`src/obcd_pkg.sv`:
```
// Purpose: constants, encodings and state type of the option byte decoder
// Assumes: one 100 MHz core clock, Avalon-MM register access
// Notes: field positions follow the two static option bytes
`default_nettype none
package obcd_pkg;
	localparam int OBCD_ADDR_W = 5;
	localparam int OBCD_DATA_W = 32;
	localparam int OBCD_CNT_W = 13;
	// register byte offsets
	localparam logic [4:0] OBCD_OFF_BYTE0 = 5'h00;
	localparam logic [4:0] OBCD_OFF_BYTE1 = 5'h04;
	localparam logic [4:0] OBCD_OFF_CTRL = 5'h08;
	localparam logic [4:0] OBCD_OFF_STATUS = 5'h0c;
	localparam logic [4:0] OBCD_OFF_CAPTURED = 5'h10;
	// option byte 0 fields
	localparam int OBCD_B0_HALT = 7;
	localparam int OBCD_B0_WDOG = 6;
	localparam int OBCD_B0_SAFE = 5;
	localparam int OBCD_B0_VD_HI = 4;
	localparam int OBCD_B0_VD_LO = 3;
	localparam int OBCD_B0_PKG_LO = 1;
	localparam int OBCD_B0_PROT = 0;
	// option byte 1 fields
	localparam int OBCD_B1_PKG_HI = 7;
	localparam int OBCD_B1_DELAY = 6;
	localparam int OBCD_B1_SRC_HI = 5;
	localparam int OBCD_B1_SRC_LO = 4;
	localparam int OBCD_B1_RNG_HI = 3;
	localparam int OBCD_B1_RNG_LO = 1;
	localparam int OBCD_B1_DOUBLER = 0;
	// encodings
	localparam logic [1:0] OBCD_VD_OFF = 2'h3;
	localparam logic [1:0] OBCD_VD_LOWEST = 2'h2;
	localparam logic [1:0] OBCD_VD_MEDIUM = 2'h1;
	localparam logic [1:0] OBCD_VD_HIGHEST = 2'h0;
	localparam logic [1:0] OBCD_SRC_RESONATOR = 2'h0;
	localparam logic [1:0] OBCD_SRC_RESERVED = 2'h1;
	localparam logic [1:0] OBCD_SRC_RC = 2'h2;
	localparam logic [1:0] OBCD_SRC_EXTERNAL = 2'h3;
	localparam logic [2:0] OBCD_RNG_1_2 = 3'h0;
	localparam logic [2:0] OBCD_RNG_2_4 = 3'h1;
	localparam logic [2:0] OBCD_RNG_4_8 = 3'h2;
	localparam logic [2:0] OBCD_RNG_8_16 = 3'h3;
	localparam logic [1:0] OBCD_PKG_80 = 2'h3;
	localparam logic [1:0] OBCD_PKG_64 = 2'h2;
	// contents
	localparam logic [7:0] OBCD_ERASED = 8'hff;
	localparam logic [7:0] OBCD_SHIP_BYTE0 = 8'he7;
	localparam logic [7:0] OBCD_SHIP_BYTE1 = 8'hef;
	// reset phase lengths in core clock cycles
	localparam int OBCD_LONG_DELAY = 4096;
	localparam int OBCD_SHORT_DELAY = 256;
	// control and status bits
	localparam int OBCD_CTRL_ERASE = 0;
	localparam int OBCD_STAT_PROG = 0;
	localparam int OBCD_STAT_BUSY = 1;
	localparam int OBCD_STAT_HOLD = 2;
	localparam int OBCD_STAT_BLOCK = 3;
	localparam int OBCD_STAT_WIPE = 4;
	// synchroniser lanes
	localparam int OBCD_SY_PROG = 0;
	localparam int OBCD_SY_INCIRC = 1;
	localparam int OBCD_SY_TEST = 2;
	localparam int OBCD_SY_W = 3;

	typedef enum logic [2:0] {
		OBCD_IDLE = 3'b001,
		OBCD_WIPE_USER = 3'b010,
		OBCD_WIPE_OPT = 3'b100
	} obcd_fsm_e;

	typedef struct packed {
		logic [OBCD_SY_W-1:0] sync1;
		logic [OBCD_SY_W-1:0] sync2;
		logic [7:0] byte0;
		logic [7:0] byte1;
		logic [7:0] cap0;
		logic [7:0] cap1;
		logic captured;
		logic [OBCD_CNT_W-1:0] hold_cnt;
		logic reset_hold;
		logic halt_hold;
		obcd_fsm_e fsm;
		logic user_erase;
		logic user_block;
		logic lvd_on;
		logic avd_on;
		logic pkg80;
		logic pkg64;
		logic src_res;
		logic src_rc;
		logic src_ext;
		logic [3:0] range_hot;
		logic range_drive;
		logic [7:0] pad_pullup;
		logic waitreq;
		logic [OBCD_DATA_W-1:0] rdata;
	} obcd_state_s;
endpackage
`default_nettype wire

```
`src/obcd_option_decode.sv`:
```
// Purpose: hold and decode the two static option bytes into settings
// Assumes: core_clk 100 MHz, CPU cycles counted on core_clk
// Notes: all settings are captured once after each reset release
`default_nettype none
module obcd_option_decode
	import obcd_pkg::*;
#(
	parameter int LONG_DELAY = OBCD_LONG_DELAY,
	parameter int SHORT_DELAY = OBCD_SHORT_DELAY,
	parameter bit MASK_VARIANT = 1'b0,
	parameter logic [7:0] MASK_BYTE0 = OBCD_SHIP_BYTE0,
	parameter logic [7:0] MASK_BYTE1 = OBCD_SHIP_BYTE1,
	parameter logic [7:0] UNBONDED_64 = 8'hf0
) (
	input wire logic core_clk,
	input wire logic reset,
	input wire logic cold_reset,
	input wire logic programming_mode,
	input wire logic in_circuit_programming,
	input wire logic test_mode,
	input wire logic halt_exit,
	input wire logic user_erase_done,
	input wire logic [OBCD_ADDR_W-1:0] avs_address,
	input wire logic avs_read,
	input wire logic avs_write,
	input wire logic [OBCD_DATA_W-1:0] avs_writedata,
	output logic [OBCD_DATA_W-1:0] avs_readdata,
	output logic avs_waitrequest,
	output logic halt_watchdog_reset_select,
	output logic watchdog_activation_select,
	output logic clock_safety_disable,
	output logic [1:0] voltage_detect_level,
	output logic low_voltage_reset_detector,
	output logic aux_voltage_detector,
	output logic package_80pin,
	output logic package_64pin,
	output logic readout_protect_n,
	output logic user_mem_block,
	output logic user_mem_erase,
	output logic reset_delay_select,
	output logic cpu_reset_hold,
	output logic halt_exit_hold,
	output logic [1:0] clock_source_type,
	output logic clk_src_resonator,
	output logic clk_src_rc,
	output logic clk_src_external,
	output logic [2:0] oscillator_range,
	output logic range_lowest,
	output logic range_low_mid,
	output logic range_high_mid,
	output logic range_highest,
	output logic range_sets_drive,
	output logic doubler_disable,
	output logic [7:0] unbonded_pullup
);
	obcd_state_s state_reg;
	obcd_state_s state_next;
	logic prog_ok;
	logic req;
	logic [7:0] src0;
	logic [7:0] src1;

	function automatic logic [OBCD_CNT_W-1:0] delay_load(input logic sel);
		delay_load = sel ? OBCD_CNT_W'(SHORT_DELAY - 1)
			: OBCD_CNT_W'(LONG_DELAY - 1);
	endfunction

	assign prog_ok = state_reg.sync2[OBCD_SY_PROG];
	assign req = avs_read | avs_write;
	// mask parts decode from the mask bytes; the stored bytes are still read back on the bus
	assign src0 = MASK_VARIANT ? MASK_BYTE0 : state_reg.byte0;
	assign src1 = MASK_VARIANT ? MASK_BYTE1 : state_reg.byte1;

	always_comb begin
		state_next = state_reg;
		state_next.sync1 = {test_mode, in_circuit_programming,
			programming_mode};
		state_next.sync2 = state_reg.sync1;
		state_next.waitreq = 1'b1;

		// settings are latched on the first edge after release
		if (!state_reg.captured) begin
			state_next.captured = 1'b1;
			state_next.cap0 = src0;
			state_next.cap1 = src1;
			state_next.lvd_on = src0[OBCD_B0_VD_HI:OBCD_B0_VD_LO]
				!= OBCD_VD_OFF;
			state_next.avd_on = state_next.lvd_on;
			state_next.pkg80 = {src1[OBCD_B1_PKG_HI], src0[OBCD_B0_PKG_LO]}
				== OBCD_PKG_80;
			state_next.pkg64 = {src1[OBCD_B1_PKG_HI], src0[OBCD_B0_PKG_LO]}
				== OBCD_PKG_64;
			state_next.src_res = src1[OBCD_B1_SRC_HI:OBCD_B1_SRC_LO]
				== OBCD_SRC_RESONATOR;
			state_next.src_rc = src1[OBCD_B1_SRC_HI:OBCD_B1_SRC_LO]
				== OBCD_SRC_RC;
			state_next.src_ext = src1[OBCD_B1_SRC_HI:OBCD_B1_SRC_LO]
				== OBCD_SRC_EXTERNAL;
			state_next.range_hot = '0;
			case (src1[OBCD_B1_RNG_HI:OBCD_B1_RNG_LO])
				OBCD_RNG_1_2: state_next.range_hot = 4'h1;
				OBCD_RNG_2_4: state_next.range_hot = 4'h2;
				OBCD_RNG_4_8: state_next.range_hot = 4'h4;
				OBCD_RNG_8_16: state_next.range_hot = 4'h8;
				default: state_next.range_hot = 4'h0;
			endcase
			state_next.range_drive = state_next.src_res;
			state_next.pad_pullup = state_next.pkg64 ? UNBONDED_64
				: 8'h00;
			state_next.hold_cnt = delay_load(src1[OBCD_B1_DELAY]);
			state_next.reset_hold = 1'b1;
		end else if (state_reg.reset_hold || state_reg.halt_hold) begin
			if (state_reg.hold_cnt != '0) begin
				state_next.hold_cnt = state_reg.hold_cnt - 1'b1;
			end else begin
				state_next.reset_hold = 1'b0;
				state_next.halt_hold = 1'b0;
			end
		end else if (halt_exit) begin
			state_next.halt_hold = 1'b1;
			state_next.hold_cnt = delay_load(state_reg.cap1[OBCD_B1_DELAY]);
		end

		// protection uses the frozen byte so it cannot be dropped live
		state_next.user_block = state_reg.captured
			&& !state_reg.cap0[OBCD_B0_PROT]
			&& (state_reg.sync2[OBCD_SY_INCIRC]
			|| state_reg.sync2[OBCD_SY_TEST]);

		case (state_reg.fsm)
			OBCD_IDLE: begin
				state_next.user_erase = 1'b0;
			end
			OBCD_WIPE_USER: begin
				state_next.user_erase = 1'b1;
				if (user_erase_done) begin
					state_next.user_erase = 1'b0;
					state_next.fsm = OBCD_WIPE_OPT;
				end
			end
			OBCD_WIPE_OPT: begin
				state_next.byte0 = OBCD_ERASED;
				state_next.byte1 = OBCD_ERASED;
				state_next.fsm = OBCD_IDLE;
			end
			default: begin
				state_next.fsm = OBCD_IDLE;
			end
		endcase

		// one wait cycle, then a single cycle with waitrequest low
		if (req && state_reg.waitreq) begin
			state_next.waitreq = 1'b0;
			if (avs_read) begin
				state_next.rdata = '0;
				case (avs_address)
					OBCD_OFF_BYTE0:
						if (prog_ok)
							state_next.rdata[7:0] = state_reg.byte0;
					OBCD_OFF_BYTE1:
						if (prog_ok)
							state_next.rdata[7:0] = state_reg.byte1;
					OBCD_OFF_STATUS: begin
						state_next.rdata[OBCD_STAT_PROG] = prog_ok;
						state_next.rdata[OBCD_STAT_BUSY] =
							state_reg.fsm != OBCD_IDLE;
						state_next.rdata[OBCD_STAT_HOLD] =
							state_reg.reset_hold | state_reg.halt_hold;
						state_next.rdata[OBCD_STAT_BLOCK] = state_reg.user_block;
						state_next.rdata[OBCD_STAT_WIPE] = state_reg.user_erase;
					end
					OBCD_OFF_CAPTURED:
						state_next.rdata[15:0] = {state_reg.cap1, state_reg.cap0};
					default: state_next.rdata = '0;
				endcase
			end
		end

		// writes land on the edge that accepts them; busy erase wins
		if (avs_write && !state_reg.waitreq && prog_ok && !MASK_VARIANT
			&& state_reg.fsm == OBCD_IDLE) begin
			case (avs_address)
				OBCD_OFF_BYTE0: state_next.byte0 = avs_writedata[7:0];
				OBCD_OFF_BYTE1: state_next.byte1 = avs_writedata[7:0];
				OBCD_OFF_CTRL:
					if (avs_writedata[OBCD_CTRL_ERASE])
						state_next.fsm = state_reg.byte0[OBCD_B0_PROT]
							? OBCD_WIPE_OPT : OBCD_WIPE_USER;
				default: state_next.fsm = state_reg.fsm;
			endcase
		end

		if (reset || cold_reset) begin
			state_next.sync1 = '0;
			state_next.sync2 = '0;
			state_next.cap0 = '0;
			state_next.cap1 = '0;
			state_next.captured = 1'b0;
			state_next.hold_cnt = '0;
			state_next.reset_hold = 1'b1;
			state_next.halt_hold = 1'b0;
			state_next.fsm = OBCD_IDLE;
			state_next.user_erase = 1'b0;
			state_next.user_block = 1'b0;
			state_next.lvd_on = 1'b0;
			state_next.avd_on = 1'b0;
			state_next.pkg80 = 1'b0;
			state_next.pkg64 = 1'b0;
			state_next.src_res = 1'b0;
			state_next.src_rc = 1'b0;
			state_next.src_ext = 1'b0;
			state_next.range_hot = '0;
			state_next.range_drive = 1'b0;
			state_next.pad_pullup = '0;
			state_next.waitreq = 1'b1;
			state_next.rdata = '0;
		end
		// plain reset keeps the stored bytes; cold reset restores shipment
		if (cold_reset) begin
			state_next.byte0 = OBCD_SHIP_BYTE0;
			state_next.byte1 = OBCD_SHIP_BYTE1;
		end
	end

	always_ff @(posedge core_clk) begin
		state_reg <= state_next;
	end

	assign avs_readdata = state_reg.rdata;
	assign avs_waitrequest = state_reg.waitreq;
	assign halt_watchdog_reset_select = state_reg.cap0[OBCD_B0_HALT];
	assign watchdog_activation_select = state_reg.cap0[OBCD_B0_WDOG];
	assign clock_safety_disable = state_reg.cap0[OBCD_B0_SAFE];
	assign voltage_detect_level =
		state_reg.cap0[OBCD_B0_VD_HI:OBCD_B0_VD_LO];
	assign low_voltage_reset_detector = state_reg.lvd_on;
	assign aux_voltage_detector = state_reg.avd_on;
	assign package_80pin = state_reg.pkg80;
	assign package_64pin = state_reg.pkg64;
	assign readout_protect_n = state_reg.cap0[OBCD_B0_PROT];
	assign user_mem_block = state_reg.user_block;
	assign user_mem_erase = state_reg.user_erase;
	assign reset_delay_select = state_reg.cap1[OBCD_B1_DELAY];
	assign cpu_reset_hold = state_reg.reset_hold;
	assign halt_exit_hold = state_reg.halt_hold;
	assign clock_source_type = state_reg.cap1[OBCD_B1_SRC_HI:OBCD_B1_SRC_LO];
	assign clk_src_resonator = state_reg.src_res;
	assign clk_src_rc = state_reg.src_rc;
	assign clk_src_external = state_reg.src_ext;
	assign oscillator_range = state_reg.cap1[OBCD_B1_RNG_HI:OBCD_B1_RNG_LO];
	assign range_lowest = state_reg.range_hot[0];
	assign range_low_mid = state_reg.range_hot[1];
	assign range_high_mid = state_reg.range_hot[2];
	assign range_highest = state_reg.range_hot[3];
	assign range_sets_drive = state_reg.range_drive;
	assign doubler_disable = state_reg.cap1[OBCD_B1_DOUBLER];
	assign unbonded_pullup = state_reg.pad_pullup;

	// helper: length of the reset phase after capture
	logic [OBCD_CNT_W:0] hold_len;
	always_ff @(posedge core_clk) begin
		if (reset || cold_reset || !state_reg.captured)
			hold_len <= '0;
		else if (state_reg.reset_hold)
			hold_len <= hold_len + 1'b1;
	end
endmodule
`default_nettype wire

```
`config.mk`:
```
export PLATFORM = sky130hd
export DESIGN_NAME = obcd_option_decode
export DESIGN_NICKNAME = d
export VERILOG_FILES = /design/src/obcd_pkg.sv /design/src/obcd_option_decode.sv
export SDC_FILE = /design/constraint.sdc
export NUM_CORES = 1
export LEC_CHECK = 0
export BUFFER_PORTS_ARGS = -buffer_cell sky130_fd_sc_hd__buf_2
export CAP_MARGIN = 25
export CORE_UTILIZATION = 58
export CTS_BUF_LIST = sky130_fd_sc_hd__clkbuf_8
export DETAILED_ROUTE_END_ITERATION = 12
export PLACE_DENSITY = 0.87
export SLEW_MARGIN = 20
export SYNTH_ARGS = -nofsm -noshare
export SYNTH_HDL_FRONTEND = slang
export SYNTH_SLANG_ARGS = --single-unit
```
`constraint.sdc`:
```
create_clock -name core_clk -period 3.8 [get_ports core_clk]
set_input_delay 0 -clock core_clk [delete_from_list [all_inputs] [get_ports core_clk]]
set_output_delay 0 -clock core_clk [all_outputs]
set_load 0.01 [all_outputs]
```
==> results of run 1 <==
## critical path, cell delays in order
cell and delay (ps):
dlygate4sd3_1 540, buf_2 260, or2_1 140, buf_4 440, inv_1 390, o211ai_1 230, dlygate4sd3_1 600
## synthesized netlist by cell type (3+ instances only)
| cell type | n | area share |
|---|---|---|
| dfxtp_1 | 86 | 0.41 |
| nor2_1 | 68 | 0.060 |
| buf_4 | 49 | 0.087 |
| a22oi_1 | 22 | 0.039 |
| a21oi_1 | 15 | 0.018 |
| nand2_1 | 15 | 0.013 |
| mux2i_1 | 14 | 0.033 |
| nor3_1 | 14 | 0.017 |
| o21bai_1 | 14 | 0.025 |
| o21ai_0 | 12 | 0.014 |
| clkbuf_1 | 10 | 0.0088 |
| nand4_1 | 10 | 0.015 |
| inv_1 | 9 | 0.0080 |
| nor3b_1 | 9 | 0.016 |
| and2_1 | 7 | 0.010 |
| a221oi_1 | 6 | 0.012 |
| nor2b_1 | 6 | 0.0088 |
| and3_1 | 5 | 0.0074 |
| buf_2 | 5 | 0.0059 |
| mux2_2 | 5 | 0.013 |
| a31oi_1 | 4 | 0.0059 |
| nand3_1 | 4 | 0.0047 |
| a211oi_1 | 3 | 0.0053 |
| a31o_2 | 3 | 0.0062 |
| and4_1 | 3 | 0.0062 |
| nand2b_1 | 3 | 0.0044 |
| nor3b_2 | 3 | 0.0088 |
| nor4_1 | 3 | 0.0044 |
## metal layers
metal  part of all wire  up-vias  track usage
met2               0.48      164        0.408
met4              0.020        0        0.104
met5                  0        -            0
met1               0.43     1720        0.353
li1                   -     1720            -
met3              0.061       18       0.0368
## final cells by class
class	count	area, sq um
inverters	9	33.8
multi-input cells	319	2060
flip-flops and latches	86	1720
clock inverters	7	78.8
well taps	96	120
clock buffers	9	124
fillers	565	2270
repair buffers	90	536
## logic make-up (layout without fill, tap and decap cells)
kind of cell | after synthesis | count (layout)
other cells | 1 | 20
buf+inv | 81 | 115
simple gates | 174 | 174
compound gates | 103 | 103
mux | 19 | 19
flops | 86 | 86
fa+ha+maj | 2 | 2
xor+xnor | 1 | 1
## placed cells by master, fill, tap and decap left out, drive strengths merged, types with 4 or more instances in the layout
| cell type | instances |
|---|---|
| and3 | 6 |
| conb | 20 |
| o21ai | 12 |
| nor3 | 16 |
| mux2i | 14 |
| nand4 | 10 |
| nor2 | 68 |
| nor3b | 12 |
| a221oi | 6 |
| and4 | 4 |
| nand2 | 15 |
| o21bai | 14 |
| and2 | 7 |
| nor4 | 6 |
| nor2b | 6 |
| mux2 | 5 |
| clkbuf | 9 |
| buf | 74 |
| dfxtp | 86 |
| nand3 | 4 |
| a21oi | 15 |
| a22oi | 22 |
| inv | 12 |
| dlygate4sd3 | 16 |
| a31oi | 4 |
## power groups by stage
| stage | combinational, uW | sequential, uW | clock (uW) |
|---|---|---|---|
| after floorplan | 150 | 962 | 0 |
| after detailed placement | 173 | 968 | 0 |
| after global placement | 168 | 966 | 0 |
| after global routing | 206 | 951 | 709 |
| after CTS | 186 | 947 | 665 |
| final | 190 | 948 | 659 |
## through the flow
stage          hold slack [ps]   util  instances
2_1_floorplan             79.3      -        486
3_5_place_dp               202  0.621        584
4_1_cts                    150  0.673        616
3_3_place_gp               201  0.621        584
6_report                   164  0.673        616
5_1_grt                    181  0.673        616
## worst max-delay path by stage
stage,startpoint,to,slack [ps]
after CTS,cold_reset,avs_waitrequest,1600
after global placement,cold_reset,avs_readdata[1],1870
final,cold_reset,avs_waitrequest,1460
after floorplan,state_reg[60],state_reg[67],2070
after detailed placement,cold_reset,avs_readdata[1],1860
after global routing,cold_reset,avs_waitrequest,1300
## repair_timing
item                                   in CTS  in global routing
hold buffers                               16                  0
endpoints found under the hold margin      23                  0
resized for setup                           0                  0
==> flow_summary.json, run 1 <==
{
  "run_status": "completed",
  "avgSynthCellArea_sq_um": 9.09,
  "drive_gt1_frac": 0.225,
  "min_period_over_period": 0.615,
  "cts.sinks": 86,
  "p_sw_uw": 485,
  "power_uw": 1800,
  "via_per_inst": 5.88,
  "synth_enable_flop_cells": 0,
  "port_buffers": 72,
  "yosysUniqueCellTypes": 75,
  "critPathKind": "input pin to flip-flop",
  "cts_root_buffer": "clkbuf_8",
  "cts_tree": "yes",
  "wirelength_microns": 9630,
  "antenna_found_initial": 0,
  "antenna_cells": 0,
  "p_sw_frac": 0.270,
  "synthMuxAreaShare": 0.0463,
  "dieArea_sq_um": 7670,
  "clock_latency_ps": 360,
  "dp_hpwl_microns": 6560,
  "finalInstanceArea_sq_um": 4680,
  "min_path_cells": 3,
  "r2r_slack_ps": 1830,
  "gp_congestion": 0.818,
  "largest_reg_flops": 25,
  "hold_end": "avs_readdata[7]",
  "drt_iter0_markers": 295,
  "synth_area_sq_um": 4250,
  "hold_viol": 0,
  "routedWlPerCell_microns": 15.6,
  "cts_buffers": 9,
  "max-vdd-ir-drop_mv": 0.272,
  "drv_slew": 0,
  "post_cts_buffers": 0,
  "worstPathArrival_ps": 2620,
  "power_density_nw_per_um2": 384,
  "grt_pass1_wl_microns": 15200,
  "h-tree-depth": 3,
  "cp-end-kind": "flip-flop",
  "fp-row-count": 30,
  "internal_power_uw": 1310,
  "slew_headroom": 0.335,
  "pre_cts_ws_ps": 1860,
  "hp-start": "avs_address[3]",
  "clock.fmax_mhz": 428,
  "r2r_cells": 4,
  "synth_flop_cell": "dfxtp_1",
  "synth_fa_ha_area_frac": 0.00589,
  "clock_path_buffers": 2,
  "rsz0062_at_grt": "false",
  "dpl_cell_area_sq_um": 4310,
  "synth_top_family_by_area": "simple AND/OR/NAND/NOR gates",
  "r2r-start": "state_reg[73]",
  "die_w_microns": 87.6,
  "drv_cap": 0,
  "synthSimpleGateAreaFrac": 0.240,
  "p_leak_uw": 0.00204,
  "worst_slack_ps": 1460,
  "yosys_warnings": 0,
  "synth_cells": 467,
  "drtPass1Iterations": 5,
  "skew_ps": 18.5,
  "ys_seq_elements": 86,
  "route.vias.total": 3622,
  "setup_viol": 0,
  "min_path_type": "input pin to flip-flop",
  "crit_path_start_kind": "input pin",
  "drc": 0,
  "period_needed_ps": 2340,
  "required_ps": 4080,
  "area_growth_pct": 10.1,
  "num-nets-final": 564,
  "initial_utilization": 0.612,
  "p_clk_frac": 0.367,
  "ios": 117,
  "grt_max_degree": 51,
  "async_reset_ff_frac": 0,
  "ant_nets": 0,
  "grt_overflow": 0,
  "core_sq_um": 6940,
  "comb_power_share": 0.106,
  "fp.dieH_microns": 87.6,
  "seq_area_frac_synth": 0.405,
  "grt_use_total": 0.257,
  "pwr-share-seq": 0.527,
  "synth_compound_area_frac": 0.174,
  "grt_pass1_vias": 3066,
  "r2r-end": "state_reg[63]",
  "path_max_fanout": 50,
  "worstMarginPinSlew_ps": 993,
  "fin_setup_tns_ps": 0,
  "clk_pin_slew_worst_paths_ps": 100,
  "synthXorXnorAreaFrac": 0.00206
}
Note: power is estimated with default switching activity, not from simulation.
==> run 2: changes to the inputs <==
- ABC_AREA: not set -> 1
- CORE_UTILIZATION: 58 -> 54
- PLACE_DENSITY: 0.87 -> 0.82
- clock period: 3.8 -> 2.3 ns (I/O delays scaled with it)
==> flow_summary.json, run 2 <==
{
  "antenna_found_initial": 0,
  "area_growth_pct": 11.6,
  "drive_gt1_frac": 0.195,
  "min_period_over_period": 0.755,
  "ant_nets": 0,
  "wirelength_microns": 9930,
  "multiInputGateArea_sq_um": 1780,
  "clk_pin_slew_worst_paths_ps": 80,
  "r2r-end": "state_reg[61]",
  "clock_path_buffers": 2,
  "grt_max_degree": 26,
  "cts.sinks": 86,
  "p_clk_frac": 0.376,
  "route.vias.total": 3823,
  "period_needed_ps": 1740,
  "setup_viol": 0,
  "regArea_sq_um": 1720,
  "drv_slew": 0,
  "finalInstanceArea_sq_um": 4600,
  "synth_enable_flop_cells": 0,
  "required_ps": 2530,
  "cts_root_buffer": "clkbuf_8",
  "clock.fmax_mhz": 576,
  "async_reset_ff_frac": 0,
  "synth_cells": 564,
  "ios": 117,
  "drt_iter0_markers": 233,
  "p_sw_uw": 783,
  "min_path_type": "input pin to flip-flop",
  "synth_area_sq_um": 4120,
  "crit_start": "state_reg[60]",
  "p_leak_uw": 0.00216,
  "p_sw_frac": 0.258,
  "yosysUniqueCellTypes": 33,
  "max-vdd-ir-drop_mv": 0.599,
  "initial_utilization": 0.562,
  "grt_use_total": 0.268,
  "dpl_cell_area_sq_um": 4260,
  "core_sq_um": 7330,
  "grt_overflow": 0,
  "cp-endpoint": "state_reg[61]",
  "h-tree-depth": 3,
  "synth_top_area_frac": 0.418,
  "slew_headroom": 0.628,
  "yosysMostFrequentCell": "nand2_1",
  "die_w_microns": 89.4,
  "clock_latency_ps": 360,
  "layout_commonest_cell": "nand2_1",
  "fin_setup_tns_ps": 0,
  "synth_flop_cell": "dfxtp_1",
  "path_max_fanout": 11,
  "critPathKind": "flip-flop to flip-flop",
  "fp.dieH_microns": 89.4,
  "internal_power_uw": 2250,
  "mostFrequentLayoutCells": "nand2_1 (101), dfxtp_1 (86), buf_2 (72)",
  "drv_cap": 0,
  "dieArea_sq_um": 7990,
  "fillers": 625,
  "r2r-start": "state_reg[60]",
  "worstPathArrival_ps": 1970,
  "port_buffers": 72,
  "avgSynthCellArea_sq_um": 7.31,
  "r2r_cells": 9,
  "run_status": "completed",
  "antenna_cells": 0,
  "gp_congestion": 0.930,
  "synthTopCellsByCount": "nand2_1 (101), dfxtp_1 (86), nor2_1 (70)",
  "comb_power_share": 0.111,
  "rsz0062_at_grt": "false",
  "cts_tree": "yes",
  "drc": 0,
  "yosys_warnings": 0,
  "largest_reg_flops": 25,
  "seq_area_frac_synth": 0.418,
  "via_per_inst": 5.30,
  "power_uw": 3030,
  "hold_viol": 0,
  "cts_buffers": 9,
  "crit_path_start_kind": "flip-flop",
  "routedWlPerCell_microns": 13.8,
  "pwr-share-seq": 0.513,
  "power_density_nw_per_um2": 659,
  "ys_seq_elements": 86,
  "worstMarginPinSlew_ps": 558,
  "ys_top_cells_by_area": "dfxtp_1 (42%), buf_4 (9.5%), nand2_1 (9.2%)",
  "drtPass1Iterations": 5,
  "skew_ps": 11.0,
  "fp-row-count": 31,
  "num-nets-final": 666,
  "cp-end-kind": "flip-flop",
  "synth_top_cell_by_area": "dfxtp_1",
  "r2r_slack_ps": 560,
  "grt_pass1_vias": 3464,
  "grt_pass1_wl_microns": 16300,
  "dp_hpwl_microns": 6930
}
run 2: stage by stage:
stage | hold WS [ps] | std cells | worst slack, ps | utilization
final | 36.9 | 721 | 563 | 0.627
after global placement | 212 | 692 | 671 | 0.580
after floorplan | 112 | 583 | 942 | -
after detailed placement | 221 | 692 | 621 | 0.580
after global routing | 35.7 | 721 | 420 | 0.627
after CTS | 18.1 | 721 | 585 | 0.627
run 2: cell type report:
cell class	count	area share
multi-input combinational	371	0.388
clock inverter	7	0.0196
sequential	86	0.374
timing repair buffer	91	0.116
clock buffer	9	0.0269
inverter	58	0.0479
tap	99	0.0269
run 2: what timing repair did:
action,4_1_cts,5_1_grt
setup buffers,0,0
endpoints found under the hold margin,22,0
hold buffers,13,0
gates resized for setup,0,0
run 2: layer usage:
layer,share of wire,vias to the layer above,wire [microns],GRT usage
met3,0.073,11,728,0.0702
li1,-,1876,-,-
met5,0,-,0,0
met4,0.015,0,144,0.0851
met1,0.42,1758,4200,0.327
met2,0.49,178,4850,0.461
run 2: critical path, cell delays in order, from the launching register on:
cell and delay (ps):
dfxtp_1 330, inv_1 160, ha_1 190, nand2_1 60
nor2_2 140, nand3_2 120, nand2_2 230, inv_2 140
o21ai_0 180, nor2_1 70
run 2: how the worst min path moves through the flow:
stage | to | slack [ps] | depth (start not counted) | startpoint
after floorplan | state_reg[109] | 110 | 2 | programming_mode
after global placement | state_reg[110] | 210 | 3 | in_circuit_programming
after detailed placement | state_reg[110] | 220 | 3 | in_circuit_programming
after CTS | avs_waitrequest | 20 | 3 | avs_read
after global routing | state_reg[73] | 40 | 3 | reset
final | avs_waitrequest | 40 | 3 | avs_read
run 2: logic make-up (layout without fill, tap and decap cells):
logic type	after synthesis	in the layout	share of synthesized area
and+or+nand+nor	247	247	0.268
buffers and inverters	126	165	0.167
other	1	20	0.000910
DFF	86	86	0.418
AOI/OAI and AO/OA	102	102	0.141
adders and majority gates	2	2	0.00607
run 2: power groups by stage:
stage / sequential [uW] / clock [uW] / combinational [uW]
after global routing: 1560 / 1210 / 381
after detailed placement: 1590 / 0 / 310
after global placement: 1590 / 0 / 301
final: 1560 / 1140 / 337
after floorplan: 1590 / 0 / 253
after CTS: 1550 / 1150 / 330
